## src/verilog/opas_pkg.sv

```systemverilog
// opas_pkg: register numbers, field layout and encodings of the operand pointer
// and alu status register group; shared by the design and the bench
package opas_pkg;
    // special register numbers, as an 8-bit special-register index
    localparam logic [7:0] REG_PTR_A      = 8'h81;
    localparam logic [7:0] REG_PTR_B      = 8'h82;
    localparam logic [7:0] REG_MULDIV_EXT = 8'h83;
    localparam logic [7:0] REG_ALU_STAT   = 8'h84;
    localparam logic [7:0] REG_BYTE_IDX   = 8'h85;
    // indirect pointer field
    localparam int PTR_LSB = 2;
    localparam int PTR_MSB = 9;
    // alu status field positions
    localparam int DIV_BIT   = 11;
    localparam int OVF_BIT   = 10;
    localparam int NEG_BIT   = 9;
    localparam int ZERO_BIT  = 8;
    localparam int CARRY_BIT = 7;
    localparam int BIDX_MSB  = 6;
    localparam int BIDX_LSB  = 5;
    localparam int FSH_MSB   = 4;
    localparam int FSH_LSB   = 0;
    // alu result layout: 32 result bits plus the carry-out above them
    localparam int RES_LSB      = 0;
    localparam int RES_MSB      = 31;
    localparam int RES_COUT_BIT = 32;
    // byte index position inside its alias register
    localparam int ALIAS_BIDX_MSB = 1;
    localparam int ALIAS_BIDX_LSB = 0;
    // reset values
    localparam logic [7:0] PTR_RESET  = 8'h00;
    localparam logic [1:0] BIDX_RESET = 2'h0;
    localparam logic [4:0] FSH_RESET  = 5'h00;
    localparam logic [31:0] WORD_ZERO = 32'h0000_0000;
    localparam logic [4:0] OPND_GLOBAL0 = 5'h00;
    // alu operation classes reported by the execute stage
    typedef enum logic [2:0] {
        OPAS_OP_NONE   = 3'b000,
        OPAS_OP_LOGIC  = 3'b001,
        OPAS_OP_ARITH  = 3'b010,
        OPAS_OP_ARITHC = 3'b011,
        OPAS_OP_DIVSTP = 3'b100,
        OPAS_OP_DIVEND = 3'b101
    } opas_op_t;
endpackage : opas_pkg

```

## src/verilog/opas_regs.sv

```systemverilog
// opas_regs: indirect operand pointers, alu status flags, byte index and funnel
// shift count of a processor core, with move-to/from-special-register access.
// assumes the pipeline supplies one alu outcome and one special write per cycle.
// assumes the configuration bits stay steady around the load/store they steer,
// that protection of the special registers is checked by the caller,
// and that the funnel-shift alias register lives outside and only strobes here.
`timescale 1ns/1ps
`default_nettype none
module opas_regs (
    input  wire logic        ref_clk_in,
    input  wire logic        reset_n_in,
    // operand decode
    input  wire logic [7:0]  first_source_select_in,
    input  wire logic [7:0]  second_source_select_in,
    output logic      [7:0]  first_reg_num_out,
    output logic      [7:0]  second_reg_num_out,
    // special register access
    input  wire logic        spr_wr_in,
    input  wire logic        spr_wr_fsh_alias_in,
    input  wire logic [7:0]  spr_addr_in,
    input  wire logic [31:0] spr_wdata_in,
    output logic      [31:0] spr_rdata_out,
    // alu outcome from execute
    input  wire logic [2:0]  alu_op_in,
    input  wire logic [32:0] alu_result_in,
    input  wire logic        alu_msb_carry_in,
    input  wire logic        div_flag_force_one_in,
    output logic             alu_carry_in_out,
    output logic             alu_subtract_out,
    // load/store byte index update
    input  wire logic        ls_valid_in,
    input  wire logic        load_store_sets_byte_index_in,
    input  wire logic [1:0]  ls_addr_low_in,
    input  wire logic        endianness_select_in,
    input  wire logic        byte_lane_source_select_in,
    // field views for insert/extract and funnel shifter
    output logic      [1:0]  byte_lane_out,
    output logic             half_word_upper_out,
    output logic      [4:0]  funnel_shift_amount_out,
    output logic      [31:0] alu_status_out
);
    logic [7:0] ptr_a_ff;
    logic [7:0] ptr_b_ff;
    logic [31:0] muldiv_ff;
    logic divide_step_flag_ff;
    logic ovf_ff;
    logic neg_ff;
    logic zero_ff;
    logic carry_ff;
    logic [1:0] byte_index_ff;
    logic [4:0] funnel_shift_amount_ff;
    logic [1:0] nxt_byte_index;
    logic [31:0] status_word;
    logic [31:0] nxt_rdata;
    logic wr_a;
    logic wr_b;
    logic wr_q;
    logic wr_stat;
    logic wr_bidx;
    opas_pkg::opas_op_t op;

    // per-flag update enables; kept apart so each flag has its own process
    logic upd_nz;   // any alu class loads negative and zero
    logic upd_vc;   // arithmetic and divide classes also load overflow and carry
    logic upd_df;   // only the division end step touches the divide flag
    logic res_zero; // all 32 result bits clear
    logic res_sign; // result msb, not the true sign on overflow
    logic res_cout; // 33rd alu bit, the carry-out

    // write decode: one strobe, five targets; unmapped numbers write nothing
    assign op      = opas_pkg::opas_op_t'(alu_op_in);
    assign wr_a    = spr_wr_in && (spr_addr_in == opas_pkg::REG_PTR_A);
    assign wr_b    = spr_wr_in && (spr_addr_in == opas_pkg::REG_PTR_B);
    assign wr_q    = spr_wr_in && (spr_addr_in == opas_pkg::REG_MULDIV_EXT);
    assign wr_stat = spr_wr_in && (spr_addr_in == opas_pkg::REG_ALU_STAT);
    assign wr_bidx = spr_wr_in && (spr_addr_in == opas_pkg::REG_BYTE_IDX);

    // a status write owns every flag in its cycle, so the alu outcome of that
    // cycle is dropped rather than merged; software reads back what it wrote
    assign upd_nz   = !wr_stat && (op == opas_pkg::OPAS_OP_LOGIC || upd_vc);
    assign upd_vc   = !wr_stat && (op == opas_pkg::OPAS_OP_ARITH
                                   || op == opas_pkg::OPAS_OP_ARITHC
                                   || op == opas_pkg::OPAS_OP_DIVSTP
                                   || op == opas_pkg::OPAS_OP_DIVEND);
    assign upd_df   = !wr_stat && (op == opas_pkg::OPAS_OP_DIVEND);
    assign res_cout = alu_result_in[opas_pkg::RES_COUT_BIT];
    assign res_sign = alu_result_in[opas_pkg::RES_MSB];
    assign res_zero = (alu_result_in[opas_pkg::RES_MSB:opas_pkg::RES_LSB] == opas_pkg::WORD_ZERO);

    // assembled status word; reserved bits stay zero
    always_comb begin
        status_word = opas_pkg::WORD_ZERO;
        status_word[opas_pkg::DIV_BIT]   = divide_step_flag_ff;
        status_word[opas_pkg::OVF_BIT]   = ovf_ff;
        status_word[opas_pkg::NEG_BIT]   = neg_ff;
        status_word[opas_pkg::ZERO_BIT]  = zero_ff;
        status_word[opas_pkg::CARRY_BIT] = carry_ff;
        status_word[opas_pkg::BIDX_MSB:opas_pkg::BIDX_LSB] = byte_index_ff;
        status_word[opas_pkg::FSH_MSB:opas_pkg::FSH_LSB]   = funnel_shift_amount_ff;
    end

    // indirect pointers: only bits 9:2 are stored, the rest is dropped
    always_ff @(posedge ref_clk_in or negedge reset_n_in) begin
        if (!reset_n_in) begin
            ptr_a_ff <= opas_pkg::PTR_RESET;
            ptr_b_ff <= opas_pkg::PTR_RESET;
        end else begin
            if (wr_a) begin
                ptr_a_ff <= spr_wdata_in[opas_pkg::PTR_MSB:opas_pkg::PTR_LSB];
            end
            if (wr_b) begin
                ptr_b_ff <= spr_wdata_in[opas_pkg::PTR_MSB:opas_pkg::PTR_LSB];
            end
        end
    end

    // multiply/divide extension is kept as a plain word
    always_ff @(posedge ref_clk_in or negedge reset_n_in) begin
        if (!reset_n_in) begin
            muldiv_ff <= opas_pkg::WORD_ZERO;
        end else if (wr_q) begin
            muldiv_ff <= spr_wdata_in;
        end
    end

    // operand number select; registered so the outputs come from flops, which
    // costs decode one cycle of latency against the select inputs
    always_ff @(posedge ref_clk_in or negedge reset_n_in) begin
        if (!reset_n_in) begin
            first_reg_num_out  <= opas_pkg::PTR_RESET;
            second_reg_num_out <= opas_pkg::PTR_RESET;
        end else begin
            first_reg_num_out <= (first_source_select_in == {3'h0, opas_pkg::OPND_GLOBAL0})
                                 ? ptr_a_ff : first_source_select_in;
            second_reg_num_out <= (second_source_select_in == {3'h0, opas_pkg::OPND_GLOBAL0})
                                  ? ptr_b_ff : second_source_select_in;
        end
    end

    // divide flag: software load, or closed out at the end of a division;
    // a divide step only reads it, through the subtract view below
    always_ff @(posedge ref_clk_in or negedge reset_n_in) begin
        if (!reset_n_in) begin
            divide_step_flag_ff <= 1'b0;
        end else if (wr_stat) begin
            divide_step_flag_ff <= spr_wdata_in[opas_pkg::DIV_BIT];
        end else if (upd_df) begin
            divide_step_flag_ff <= div_flag_force_one_in | ~res_cout;
        end
    end

    // overflow: informational only, nothing in the core reads it back
    always_ff @(posedge ref_clk_in or negedge reset_n_in) begin
        if (!reset_n_in) begin
            ovf_ff <= 1'b0;
        end else if (wr_stat) begin
            ovf_ff <= spr_wdata_in[opas_pkg::OVF_BIT];
        end else if (upd_vc) begin
            ovf_ff <= res_cout ^ alu_msb_carry_in;
        end
    end

    // negative: raw result msb, kept even when overflow makes it wrong
    always_ff @(posedge ref_clk_in or negedge reset_n_in) begin
        if (!reset_n_in) begin
            neg_ff <= 1'b0;
        end else if (wr_stat) begin
            neg_ff <= spr_wdata_in[opas_pkg::NEG_BIT];
        end else if (upd_nz) begin
            neg_ff <= res_sign;
        end
    end

    // zero: logic ops load it too, unlike overflow and carry
    always_ff @(posedge ref_clk_in or negedge reset_n_in) begin
        if (!reset_n_in) begin
            zero_ff <= 1'b0;
        end else if (wr_stat) begin
            zero_ff <= spr_wdata_in[opas_pkg::ZERO_BIT];
        end else if (upd_nz) begin
            zero_ff <= res_zero;
        end
    end

    // carry: logic ops leave it alone so a carry chain survives them
    always_ff @(posedge ref_clk_in or negedge reset_n_in) begin
        if (!reset_n_in) begin
            carry_ff <= 1'b0;
        end else if (wr_stat) begin
            carry_ff <= spr_wdata_in[opas_pkg::CARRY_BIT];
        end else if (upd_vc) begin
            carry_ff <= res_cout;
        end
    end

    // byte index sources; software write beats a load/store in the same cycle
    always_comb begin
        nxt_byte_index = byte_index_ff;
        if (wr_stat) begin
            nxt_byte_index = spr_wdata_in[opas_pkg::BIDX_MSB:opas_pkg::BIDX_LSB];
        end else if (wr_bidx) begin
            nxt_byte_index = spr_wdata_in[opas_pkg::ALIAS_BIDX_MSB:opas_pkg::ALIAS_BIDX_LSB];
        end else if (ls_valid_in && load_store_sets_byte_index_in) begin
            nxt_byte_index = byte_lane_source_select_in
                             ? {2{~endianness_select_in}} : ls_addr_low_in;
        end
    end

    // byte index register; every source is already merged in the mux above
    always_ff @(posedge ref_clk_in or negedge reset_n_in) begin
        if (!reset_n_in) begin
            byte_index_ff <= opas_pkg::BIDX_RESET;
        end else begin
            byte_index_ff <= nxt_byte_index;
        end
    end

    // funnel count; the alias register itself lives elsewhere and signals here
    always_ff @(posedge ref_clk_in or negedge reset_n_in) begin
        if (!reset_n_in) begin
            funnel_shift_amount_ff <= opas_pkg::FSH_RESET;
        end else if (wr_stat) begin
            funnel_shift_amount_ff <= spr_wdata_in[opas_pkg::FSH_MSB:opas_pkg::FSH_LSB];
        end else if (spr_wr_fsh_alias_in) begin
            funnel_shift_amount_ff <= spr_wdata_in[opas_pkg::FSH_MSB:opas_pkg::FSH_LSB];
        end
    end

    // read mux, registered: data appears the cycle after the address
    always_comb begin
        nxt_rdata = opas_pkg::WORD_ZERO;
        case (spr_addr_in)
            opas_pkg::REG_PTR_A:      nxt_rdata[opas_pkg::PTR_MSB:opas_pkg::PTR_LSB] = ptr_a_ff;
            opas_pkg::REG_PTR_B:      nxt_rdata[opas_pkg::PTR_MSB:opas_pkg::PTR_LSB] = ptr_b_ff;
            opas_pkg::REG_MULDIV_EXT: nxt_rdata = muldiv_ff;
            opas_pkg::REG_ALU_STAT:   nxt_rdata = status_word;
            opas_pkg::REG_BYTE_IDX: begin
                nxt_rdata[opas_pkg::ALIAS_BIDX_MSB:opas_pkg::ALIAS_BIDX_LSB] = byte_index_ff;
            end
            default:                  nxt_rdata = opas_pkg::WORD_ZERO;
        endcase
    end

    // registered read data and status word; a read in the cycle of a write to
    // the same register returns the old value
    always_ff @(posedge ref_clk_in or negedge reset_n_in) begin
        if (!reset_n_in) begin
            spr_rdata_out  <= opas_pkg::WORD_ZERO;
            alu_status_out <= opas_pkg::WORD_ZERO;
        end else begin
            spr_rdata_out  <= nxt_rdata;
            alu_status_out <= status_word;
        end
    end

    // registered views for the execute unit; they trail the flags by a cycle,
    // so the pipeline must hold off an op that depends on the previous one
    always_ff @(posedge ref_clk_in or negedge reset_n_in) begin
        if (!reset_n_in) begin
            alu_carry_in_out        <= 1'b0;
            alu_subtract_out        <= 1'b0;
            byte_lane_out           <= opas_pkg::BIDX_RESET;
            half_word_upper_out     <= 1'b0;
            funnel_shift_amount_out <= opas_pkg::FSH_RESET;
        end else begin
            alu_carry_in_out <= carry_ff;
            alu_subtract_out <= divide_step_flag_ff;
            // lane order flips with the endianness select
            byte_lane_out <= endianness_select_in ? ~byte_index_ff : byte_index_ff;
            half_word_upper_out <= endianness_select_in ? ~byte_index_ff[1]
                                                        : byte_index_ff[1];
            funnel_shift_amount_out <= funnel_shift_amount_ff;
        end
    end
endmodule : opas_regs
`default_nettype wire
```

## config.mk

```make
export PLATFORM = sky130hd
export DESIGN_NAME = opas_regs
export DESIGN_NICKNAME = d
export VERILOG_FILES = /design/src/verilog/opas_pkg.sv /design/src/verilog/opas_regs.sv
export SDC_FILE = /design/constraint.sdc
export NUM_CORES = 1
export LEC_CHECK = 0
export BUFFER_PORTS_ARGS = -buffer_cell sky130_fd_sc_hd__buf_2
export CORE_ASPECT_RATIO = 1.75
export CORE_MARGIN = 2
export CORE_UTILIZATION = 40
export CTS_CLUSTER_SIZE = 24
export DETAILED_ROUTE_END_ITERATION = 10
export GPL_ROUTABILITY_DRIVEN = 0
export GPL_TIMING_DRIVEN = 0
export PLACE_DENSITY = 0.66
export SYNTH_ARGS = -nofsm -noshare
export SYNTH_HDL_FRONTEND = slang
export SYNTH_SLANG_ARGS = --single-unit
```

## constraint.sdc

```tcl
create_clock -name ref_clk_in -period 1.57 [get_ports ref_clk_in]
set_clock_uncertainty 0.15 [all_clocks]
set_input_delay 0.2355 -clock ref_clk_in [delete_from_list [all_inputs] [get_ports ref_clk_in]]
set_output_delay 0.2355 -clock ref_clk_in [all_outputs]
set_load 0.005 [all_outputs]
```

# Word-level counts from Yosys, hierarchy flattened
# Cells that the tools add are included.
dict set report classes {
  eq_ne 10
  mux 23
  bitwise 6
  n_reduce_logical 22
}
# op n
set op_table {}
lappend op_table {{one-hot mux 22 bit (2 select lines)} 1}
lappend op_table {{equality test 8 bit (second input constant)} 5}
lappend op_table {{zero test 32 bit} 1}
lappend op_table {{one-hot mux 8 bit (4 select lines)} 1}
lappend op_table {{zero test 8 bit} 2}
lappend op_table {{2-to-1 mux 8 bit} 2}
lappend op_table {{2-to-1 mux 1 bit} 11}
lappend op_table {{2-to-1 mux 2 bit} 5}
lappend op_table {{2-to-1 mux 5 bit} 2}
lappend op_table {{logical AND 1 bit} 9}
lappend op_table {{nonzero test 2 bit} 4}
lappend op_table {{equality test 3 x 2 -> 1 bit (second input constant)} 2}
lappend op_table {{equality test 3 bit (second input constant)} 2}
lappend op_table {{one-hot mux 2 bit (3 select lines)} 1}
lappend op_table {{logical OR 1 bit} 4}
lappend op_table {{equality test 3 x 1 -> 1 bit (second input constant)} 1}
lappend op_table {{inverter 1 bit} 3}
lappend op_table {{nonzero test 3 bit} 1}
lappend op_table {{inverter 2 bit} 1}
lappend op_table {{zero test 1 bit} 1}
lappend op_table {{OR 1 bit} 1}
lappend op_table {{XOR 1 bit} 1}
dict set report totals {
  regBits 130
}

# Longest topological paths before layout
# Gate-level depths: netlist of the first run.
dict set report depth {
  word_depth 9
  mapped_depth 8
  ltp_nobuf 4
}

# Least setup slack after synthesis of the first run
# Ideal clock, no wire load.
dict set report synth_path {
  path_kind {input-to-reg}
  startpoint {input port spr_addr_in[3]}
  endpoint {register ptr_a_ff[0]}
  t_arrival_ns 1.498
  t_required_ns 1.295
  setup_slack_ns -0.203
  cell_stages 4
  path_buffers 0
  path_cell_list {nor4_4 > nand3b_2 > nor3_4 > mux2_2}
}
dict set report synth_via {
  elab_chain_len 2
}
# element line_no
set synth_rtl {}
lappend synth_rtl {{start, declared} opas_regs.sv:20} ;# input wire logic [7:0] spr_addr_in,
lappend synth_rtl {{equality test 8 bit} opas_regs.sv:72} ;# assign wr_a = spr_wr_in && (spr_addr_in == opas_pkg::REG_PTR_A);
lappend synth_rtl {{logical AND 1 bit} opas_regs.sv:72}
lappend synth_rtl {{end signal, assigned} opas_regs.sv:105} ;# ptr_a_ff <= opas_pkg::PTR_RESET;
lappend synth_rtl {{end signal, assigned} opas_regs.sv:109} ;# ptr_a_ff <= spr_wdata_in[opas_pkg::PTR_MSB:opas_pkg::PTR_LSB];
lappend synth_rtl {{end, declared} opas_regs.sv:42} ;# logic [7:0] ptr_a_ff;
# No other way between the ends.
# A chain may end at the register's enable or synchronous reset.

# Final worst setup path of the first run
dict set report layout_path {
  startpoint {input port spr_addr_in[6]}
  endpoint {register funnel_shift_amount_ff[1]}
}
dict set report layout_via {
  elab_chain_len 3
  elab_cells_between_ends 4
  cone_classes {eq/ne (1); mux (1); reduce/logical (2)}
}
# element line_no
set layout_rtl {}
lappend layout_rtl {{equality test 8 bit *} opas_regs.sv:75} ;# assign wr_stat = spr_wr_in && (spr_addr_in == opas_pkg::REG_ALU_STAT);
lappend layout_rtl {{logical AND 1 bit *} opas_regs.sv:75}
lappend layout_rtl {{2-to-1 mux 5 bit / nonzero test 2 bit (equally long branches)} n/a}
lappend layout_rtl {{end signal, assigned} opas_regs.sv:221} ;# funnel_shift_amount_ff <= opas_pkg::FSH_RESET;
lappend layout_rtl {{end signal, assigned} opas_regs.sv:223} ;# funnel_shift_amount_ff <= spr_wdata_in[opas_pkg::FSH_MSB:opas_pkg::FSH_LSB];
lappend layout_rtl {{end signal, assigned} opas_regs.sv:225} ;# funnel_shift_amount_ff <= spr_wdata_in[opas_pkg::FSH_MSB:opas_pkg::FSH_LSB];
lappend layout_rtl {{end, declared} opas_regs.sv:51} ;# logic [4:0] funnel_shift_amount_ff;
# Mark *: on every way between the ends. The rest lies on a longest branch, timed or not.

==> impl_metrics.yaml, run 1 <==
worst_setup_path:
  r2r_slack_ns: 0.38
  end_kind: "flop"
  slowest_delay_ns: 0.58
  crit_family: "compound AO/OA/AOI/OAI gates"
  slowest_stage: "a21oi_1"
  critPathKind: "in -> reg"
  r2r_cells: 3
  critPathBufInv: 2
  required_ns: 1.70
  worst_ep_arrival_time_ns: 1.69
  crit_cells: 6
  worstPathCellList: "buf_2, nor4_4, buf_4, and3_1, a21oi_1, mux2_2"
  path_max_fanout: 7
  startpoint_type: "primary input"
final_layout:
  multiInputGateArea_sq_um: 1690
  regArea_sq_um: 3050
  antenna_cells: 0
  syn_to_final_growth_pct: 46.5
  drive_above_1_share_pct: 48.5
  fin_nets: 722
  nFillCells: 1008
grt:
  antenna_found_initial: 0
  track_usage_pct: 19.0
  grt_max_degree: 63
  gr-usage-met3_pct: 4.11
  grt-busiest-layer: "met2"
  grt_pass1_wl_mm: 18.7
  met1_usage_pct: 21.2
  gr-total-overflow: 0
  grt_pass1_vias: 3798
  use_met2_pct: 33.7
timing:
  setup_tns_ns: 0
  timing.slew.headroom_pct: 53.5
  period_needed_ns: 1.56
  worst_slew_pin_slew_ns: 0.698
  finalMaxSlewViolations: 0
  rsz0062_at_grt: "true"
  max_freq_ghz: 0.639
  finalSetupViolCount: 0
  hold_viol: 0
  finalCritPeriodShare_pct: 99.7
floorplanning:
  num_io_pins: 194
  die_x_um: 87.9
  die_y_um: 151
  core_area_sq_um: 12000
  dieArea_sq_um: 13200
  rows: 53
  start_util_pct: 41.0
flow_run:
  drv_cap: 0
drt:
  ant_nets: 0
  vias: 3714
  drt_wl_total_mm: 12.2
  drt-initial-drc-count: 127
  wire_per_inst_um: 15.4
  drc: 0
  dr.pass1.iters: 5
  vias_per_cell: 4.68
place:
  dpl.hpwl_mm: 8.86
  port_buffers: 172
run_status:
  status: "complete, no violations"
power_and_ir_drop:
  p_total_mw: 7.64
  p_leak_nw: 3.82
  powerDensity_nw_per_um2: 1060
  ir_drop_mv: 0.736
synthesis:
  ys_top_cells_by_area: "dfrtp_1 (62%), mux2_2 (12%), buf_4 (4.4%)"
  ys.flop_type: "dfrtp_1"
  avgSynthCellArea_sq_um: 13.8
  synth_area_leader_cell: "dfrtp_1"
  synthDistinctLibCells: 42
  ys_seq_area_share_pct: 62.0
  async_reset_ff_share_pct: 100
  syn-cell-area_sq_um: 4920
  synth_warnings: 0
  netlist.area_leader.share_pct: 62.0
  synth-seq-cells: 122
  syn_inst: 357
  synth_edf_count: 0
clock_network:
  htreeDepth: 4
  clk_latency_ns: 0.40
  cts_tree: "done"
  cts-root-buf: "clkbuf_16"
  cts.sinks: 122
  cts_buffers: 17
  clkTransAtPathRegs_ns: 0.05
  clockBufferDepth: 2
hold_path:
  hold_path.class: "in -> reg"
  hold_path_depth: 3
cell families (layout without fill, tap and decap cells):
family / after synthesis / count (layout) / synth area share, %
flip-flops: 122 / 122 / 62.0
AND/OR/NAND/NOR: 70 / 70 / 9.43
multiplexers: 63 / 63 / 14.2
AO/OA/AOI/OAI: 55 / 55 / 7.62
buffers and inverters: 42 / 295 / 5.95
XOR/XNOR: 4 / 4 / 0.712
other: 1 / 20 / 0.0762
repair_timing:
action | in CTS | in global routing
gates resized for setup | 0 | 6
buffers inserted | 2 | 0
pin swaps | 3 | 3
setup endpoints to repair | 60 | 35
hold buffers | 47 | 2
hold endpoints to repair | 135 | 2
sequential cells by signal, indices dropped and copies added, names as in the netlist:
name and cells:
alu_status_out 8, byte_index_ff 2, byte_lane_out 2, carry_ff 1, divide_step_flag_ff 1, first_reg_num_out 8
funnel_shift_amount_ff 5, funnel_shift_amount_out 4, muldiv_ff 32, neg_ff 1, ovf_ff 1, ptr_a_ff 8
ptr_b_ff 8, second_reg_num_out 8, spr_rdata_out 32, zero_ff 1
worst register-to-register path, stage by stage (launching register included):
cell     delay (ns)
dfrtp_1        0.41
a22oi_1        0.17
nor2_1         0.06
a221o_1        0.27
placed cells by master (no fill, tap or decap), drive strengths merged, types with 3 or more instances in the layout:
cell	count
inv	3
clkbuf	25
a21oi	9
xor2	3
nand4	3
conb	20
and2	20
nor4	9
nand2b	3
buf	209
mux2	55
and4	3
clkinv	6
a22oi	14
dlygate4sd3	48
a21o	14
dfrtp	122
nand2	7
nor2	9
or4	4
o21ai	10
mux2i	8
nor2b	3
layer usage:
metal | share of wire [%] | wire, um
met1 | 37 | 4520
met2 | 56 | 6770
met3 | 5.3 | 645
met4 | 2.1 | 259
met5 | 0 | 0
power breakdown:
| group | internal (mW) | total, mW | switching [mW] |
|---|---|---|---|
| combinational | 0.429 | 0.738 | 0.309 |
| clock | 2.22 | 3.49 | 1.27 |
| sequential | 3.31 | 3.41 | 0.0993 |
| total | 5.96 | 7.64 | 1.68 |
per-stage QoR:
stage / utilization (%) / instance area [sq um] / hold slack [ns] / setup slack, ns / instances
after floorplan: - / 5050 / -0.210 / -0.200 / 376
after global placement: 51.0 / 6120 / 0.230 / -1.29 / 713
after detailed placement: 51.3 / 6150 / 0.0940 / -0.681 / 714
after CTS: 59.9 / 7190 / -0.139 / 0.0107 / 793
after global routing: 60.1 / 7210 / 0.000704 / -0.0275 / 794
final: 60.1 / 7210 / 0.000184 / 0.00530 / 794
area by class of cell:
type	instances	share of cell area, %
clock buffers	21	6.39
repair buffers	223	19.6
multi-input cells	212	23.4
plain buffers	39	4.22
inverters	3	0.156
flip-flops and latches	122	42.3
clock inverters	9	1.04
well taps	165	2.86
worst paths after layout:
| path | start | endpoint |
|---|---|---|
| min | first_source_select_in[0] | first_reg_num_out[3]$_DFF_PN0_ |
| max in group asynchronous | reset_n_in | muldiv_ff[20]$_DFFE_PN0P_ |
| min in group asynchronous | reset_n_in | second_reg_num_out[3]$_DFF_PN0_ |
| min reg2reg | funnel_shift_amount_ff[3]$_DFFE_PN0P_ | funnel_shift_amount_out[3]$_DFF_PN0_ |
| max | spr_addr_in[6] | funnel_shift_amount_ff[1]$_DFFE_PN0P_ |
| max reg2reg | zero_ff$_DFFE_PN0P_ | spr_rdata_out[8]$_DFF_PN0_ |
synthesized netlist by cell type (4+ instances only):
cell type	number
a21oi_1	9
nor2_1	7
nor4_1	8
dfrtp_1	122
mux2_2	53
buf_4	29
and2_1	20
clkbuf_1	4
mux2i_1	8
nand2_1	6
or4_1	4
o21ai_0	10
a22oi_1	14
a21o_1	14
No activity file was read; power rests on OpenSTA's default activity.
==> run 2: changes to the inputs <==
- CTS_BUF_LIST: not set -> sky130_fd_sc_hd__clkbuf_4
==> run 2 against run 1 <==
Sequential share of layout area about the same. Sequential power is essentially flat. Final area hardly changed. Register-to-register slack lost 0.02 ns. Clock power shrank 47%. Fmax increased by 1.4%. Die area did not move.
==> impl_metrics.yaml, run 2 (synthesis gave the netlist of run 1 again) <==
flow_run:
  drv_cap: 0
floorplanning:
  dieArea_sq_um: 13200
  rows: 53
  core_area_sq_um: 12000
  num_io_pins: 194
  start_util_pct: 41.0
  die_x_um: 87.9
  die_y_um: 151
drt:
  vias_per_cell: 4.68
  drc: 0
  wire_per_inst_um: 15.8
  vias: 3841
  ant_nets: 0
  dr.pass1.iters: 4
  drt_wl_total_mm: 13.0
  drt-initial-drc-count: 213
place:
  port_buffers: 172
  post-place-ws_ns: -0.681
  dp.cells: 714
  dpl.hpwl_mm: 8.86
worst_setup_path:
  required_ns: 1.87
  end_kind: "flop"
  path_max_fanout: 1
  critPathKind: "in -> reg"
  worst_ep_arrival_time_ns: 1.84
  startpoint_type: "primary input"
power_and_ir_drop:
  p_leak_nw: 3.79
  p_total_mw: 6.05
  powerDensity_nw_per_um2: 840
  ir_drop_mv: 0.387
final_layout:
  drive_above_1_share_pct: 45.3
  regArea_sq_um: 3050
  multiInputGateArea_sq_um: 1690
  reg.largest.list: "muldiv_ff (32), spr_rdata_out (32)"
  syn_to_final_growth_pct: 46.3
  layout.cells.non_filler: 821
  fin_nets: 748
  nFillCells: 1009
  final_cell_mix: "buf_2 (167), dfrtp_1 (122), dlygate4sd3_1 (81)"
  final_common_cell: "buf_2"
clock_network:
  cts.sinks: 122
  cts-root-buf: "clkbuf_4"
  clockBufferDepth: 2
  clkTransAtPathRegs_ns: 0.11
  cts_tree: "done"
  htreeDepth: 4
  clk_latency_ns: 0.51
  cts_buffers: 17
grt:
  track_usage_pct: 19.6
  antenna_found_initial: 1
  use_met2_pct: 34.4
  grt_max_degree: 63
  gr-total-overflow: 0
  grt_pass1_wl_mm: 19.2
  grt-busiest-layer: "met2"
  grt_pass1_vias: 3911
  gr-usage-met3_pct: 5.70
  met1_usage_pct: 21.8
timing:
  setup_tns_ns: 0
  hold_viol: 0
  finalCritPeriodShare_pct: 98.3
  period_needed_ns: 1.54
  worst_slew_pin_slew_ns: 0.692
  finalSetupViolCount: 0
  timing.slew.headroom_pct: 53.8
  finalMaxSlewViolations: 0
  setup_ws_ns: 0.0270
  max_freq_ghz: 0.648
run_status:
  status: "complete, no violations"
hold_path:
  hold_path.class: "in -> reg"
run 2: power by group:
group,switching [mW],internal (mW)
Combinational,0.323,0.470
Clock,1.08,0.773
Sequential,0.104,3.30
run 2: layer usage:
| metal | part of all wire [%] | wire (um) | vias up |
|---|---|---|---|
| met2 | 55 | 7140 | 159 |
| met4 | 3.2 | 411 | 0 |
| met3 | 5.7 | 742 | 29 |
| li1 | - | - | 1794 |
| met1 | 36 | 4690 | 1859 |
| met5 | 0 | 0 | - |
run 2: cell type report:
| type | count | area share, % |
|---|---|---|
| Antenna cell | 1 | 0.0347 |
| Timing Repair Buffer | 257 | 24.6 |
| Sequential cell | 122 | 42.4 |
| Multi-Input combinational cell | 212 | 23.5 |
| Clock buffer | 19 | 1.98 |
| Buffer | 31 | 3.37 |
| Tap cell | 165 | 2.87 |
| Clock inverter | 11 | 1.15 |
| Inverter | 3 | 0.156 |
run 2: metrics by stage:
step	util (%)	cell area [sq um]	hold slack (ns)
floorplan	-	5050	-0.210
global placement	51.0	6120	0.230
detailed placement	51.3	6150	0.0940
CTS	58.6	7030	-0.0232
global route	60.0	7200	0.000604
finish	60.0	7200	0.0405
run 2: final timing paths:
path	start	endpoint	slack, ns	cells past startpoint
min	second_source_select_in[4]	second_reg_num_out[3]$_DFF_PN0_	0.04	4
min reg2reg	funnel_shift_amount_ff[3]$_DFFE_PN0P_	funnel_shift_amount_out[3]$_DFF_PN0_	0.26	0
max in group asynchronous	reset_n_in	muldiv_ff[20]$_DFFE_PN0P_	0.45	3
max	alu_result_in[20]	zero_ff$_DFFE_PN0P_	0.03	6
max reg2reg	zero_ff$_DFFE_PN0P_	spr_rdata_out[8]$_DFF_PN0_	0.36	3
min in group asynchronous	reset_n_in	second_reg_num_out[3]$_DFF_PN0_	0.11	2
run 2: what timing repair did:
action | 4_1_cts | 5_1_grt
gates resized for setup | 2 | 7
hold buffers | 66 | 16
hold endpoints to repair | 204 | 2
endpoints found under the setup margin | 13 | 29
pin swaps | 1 | 2
setup buffers | 1 | 1
run 2: critical path: stages:
cell and delay (ns):
dlygate4sd3_1 0.55, buf_2 0.12, nor4_1 0.28, nand4_1 0.16, a2111oi_2 0.31, o22a_1 0.19
==> run 3: changes to the inputs <==
- ABC_AREA: not set -> 1
- PLACE_DENSITY: 0.66 -> 0.65
==> run 3 against run 2 <==
The flow now finishes with violations (negative hold slack, negative setup slack). Final area rose by 0.97%. Flip-flop and latch count unchanged. Synthesized cell count grew 54%. Critical endpoint is now first_reg_num_out[1]$_DFF_PN0_. Largest power group unchanged. Highest routed layer unchanged.
==> impl_metrics.yaml, run 3 <==
flow_run:
  drv_cap: 0
final_layout:
  final_common_cell: "buf_2"
  reg.largest.list: "muldiv_ff (32), spr_rdata_out (32)"
  fin_nets: 937
  nFillCells: 1129
  syn_to_final_growth_pct: 43.5
  final_cell_mix: "buf_2 (175), nand2_1 (131), dfrtp_1 (122)"
  drive_above_1_share_pct: 30.7
  layout.cells.non_filler: 1013
grt:
  gr-total-overflow: 0
  grt_pass1_vias: 4915
  grt_max_degree: 104
  antenna_found_initial: 1
  grt_pass1_wl_mm: 21.9
  track_usage_pct: 20.9
power_and_ir_drop:
  ir_drop_mv: 0.325
  p_total_mw: 5.92
  powerDensity_nw_per_um2: 813
  p_leak_nw: 4.03
synthesis:
  synth_area_leader_cell: "dfrtp_1"
  synth_common_cells: "nand2_1 (131), dfrtp_1 (122), inv_1 (69), nor2_1 (64), buf_4 (28)"
  avgSynthCellArea_sq_um: 9.23
  synth_edf_count: 0
  synth_warnings: 0
  syn-cell-area_sq_um: 5070
  ys_top_cells_by_area: "dfrtp_1 (60%), nand2_1 (9.7%), inv_1 (5.1%)"
  netlist.area_leader.share_pct: 60.2
  ys_seq_area_share_pct: 60.2
  syn_inst: 549
  yosysMostFrequentCell: "nand2_1"
  async_reset_ff_share_pct: 100
  ys.flop_type: "dfrtp_1"
  synthDistinctLibCells: 32
  synth-seq-cells: 122
clock_network:
  clockBufferDepth: 2
  clk_latency_ns: 0.51
  cts.sinks: 122
  cts_tree: "done"
  clkTransAtPathRegs_ns: 0.10
  hold_buffers: 78
  cts_buffers: 17
  cts-root-buf: "clkbuf_4"
  htreeDepth: 4
run_status:
  violations: "negative hold slack, negative setup slack"
  status: "finished with violations"
worst_setup_path:
  end_kind: "flop"
  required_ns: 1.87
  worstPathCellList: "dlygate4sd3_1, buf_2, inv_1, nand3_2, o21bai_1, dlygate4sd3_1"
  path_max_fanout: 7
  crit_top_cell: "dlygate4sd3_1"
  slowest_stage: "dlygate4sd3_1"
  worst_ep_arrival_time_ns: 1.87
  slowest_delay_ns: 0.57
  startpoint_type: "primary input"
  critPathKind: "in -> reg"
drt:
  dr.pass1.iters: 4
  drc: 0
  vias: 4552
  drt-initial-drc-count: 163
  ant_nets: 0
  wire_per_inst_um: 13.7
  drt_wl_total_mm: 13.9
  vias_per_cell: 4.49
timing:
  finalHoldWorstSlack_ns: -0.0349
  finalMaxSlewViolations: 0
  finalCritPeriodShare_pct: 100
  finalSetupViolCount: 1
  hold_viol: 3
  period_needed_ns: 1.57
  max_freq_ghz: 0.637
  setup_ws_ns: -0.000301
place:
  dpl.hpwl_mm: 9.61
  dp.cells: 909
  port_buffers: 172
floorplanning:
  die_y_um: 153
  core_area_sq_um: 12400
  num_io_pins: 194
  die_x_um: 89.1
  rows: 54
  start_util_pct: 40.8
  dieArea_sq_um: 13600
hold_path:
  hold_path.class: "in -> reg"
## run 3: cell types whose count changed after synthesis, sizes merged, moves of 14 or more
cell,previous run,this run
mux2,55,0
nand3,2,16
nor2,9,66
inv,3,72
o21ai,10,38
and2,20,0
a22oi,14,0
nand2,7,139
## run 3: critical path: cells and delay by family
kind | cells | cell delay (ns)
buf+inv | 4 | 1.30
simple gates | 1 | 0.15
compound gates | 1 | 0.19
## run 3: logic make-up after synthesis
logic type,after synthesis,synth area share (%)
compound gates,71,8.27
xor+xnor,3,0.518
buf+inv,115,11.0
flops,122,60.2
other cells,1,0.0740
simple gates,237,19.9
## run 3: layout make-up
cell class                      count  area [sq um]  area share (%)
Sequential cell                   122          3050            42.0
Timing Repair Buffer              253          1750            24.1
Multi-Input combinational cell    331          1540            21.2
Inverter                           73           274            3.77
Buffer                             35           236            3.25
Tap cell                          168           210            2.89
Clock buffer                       24           180            2.48
Clock inverter                      6          26.3           0.361
Antenna cell                        1          2.50          0.0344
## run 3: where the power goes
part,internal (mW),leakage (nW),switching [mW]
combinational,0.423,2.38,0.360
clock,0.709,0.127,1.03
sequential,3.30,1.52,0.0938
total,4.43,4.03,1.49
## run 3: worst paths after layout
path / from / to / slack, ns / cells past startpoint
min in group asynchronous: reset_n_in / spr_rdata_out[27]$_DFF_PN0_ / 0.53 / 3
max in group asynchronous: reset_n_in / spr_rdata_out[10]$_DFF_PN0_ / 0.17 / 4
hold / removal: first_source_select_in[4] / first_reg_num_out[5]$_DFF_PN0_ / -0.03 / 4
hold reg to reg: funnel_shift_amount_ff[0]$_DFFE_PN0P_ / funnel_shift_amount_out[0]$_DFF_PN0_ / 0.23 / 0
setup reg to reg: ptr_b_ff[5]$_DFFE_PN0P_ / spr_rdata_out[7]$_DFF_PN0_ / 0.11 / 3
setup / recovery: first_source_select_in[3] / first_reg_num_out[1]$_DFF_PN0_ / -0.0003 / 6
## run 3: timing repair
action / CTS / global route
pin swaps: 0 / 1
cloned: 0 / 1
hold endpoints to repair: 210 / 3
setup buffers: 0 / 1
endpoints found under the setup margin: 2 / 130
resized for setup: 0 / 9
## run 3: metrics by stage
stage / hold WS (ns) / worst slack (ns) / utilization, % / setup TNS, ns / instance area (sq um)
floorplan: -0.210 / 0.0980 / - / 0 / 5140
global placement: 0.213 / -1.33 / 50.0 / -167.27 / 6210
detailed placement: -0.0570 / -0.296 / 50.2 / -7.61 / 6250
CTS: -0.00571 / 0.00211 / 58.1 / 0 / 7220
global route: -0.0400 / -0.0106 / 58.5 / -0.0134 / 7270
finish: -0.0349 / -0.000301 / 58.5 / -0.000301 / 7270
## run 3: per-layer routing
metal	track usage [%]	wire (um)	vias to the layer above
met5	0	0	-
met4	9.74	458	0
met3	4.81	765	37
met2	39.2	7760	181
met1	20.5	4900	2109
li1	-	-	2225
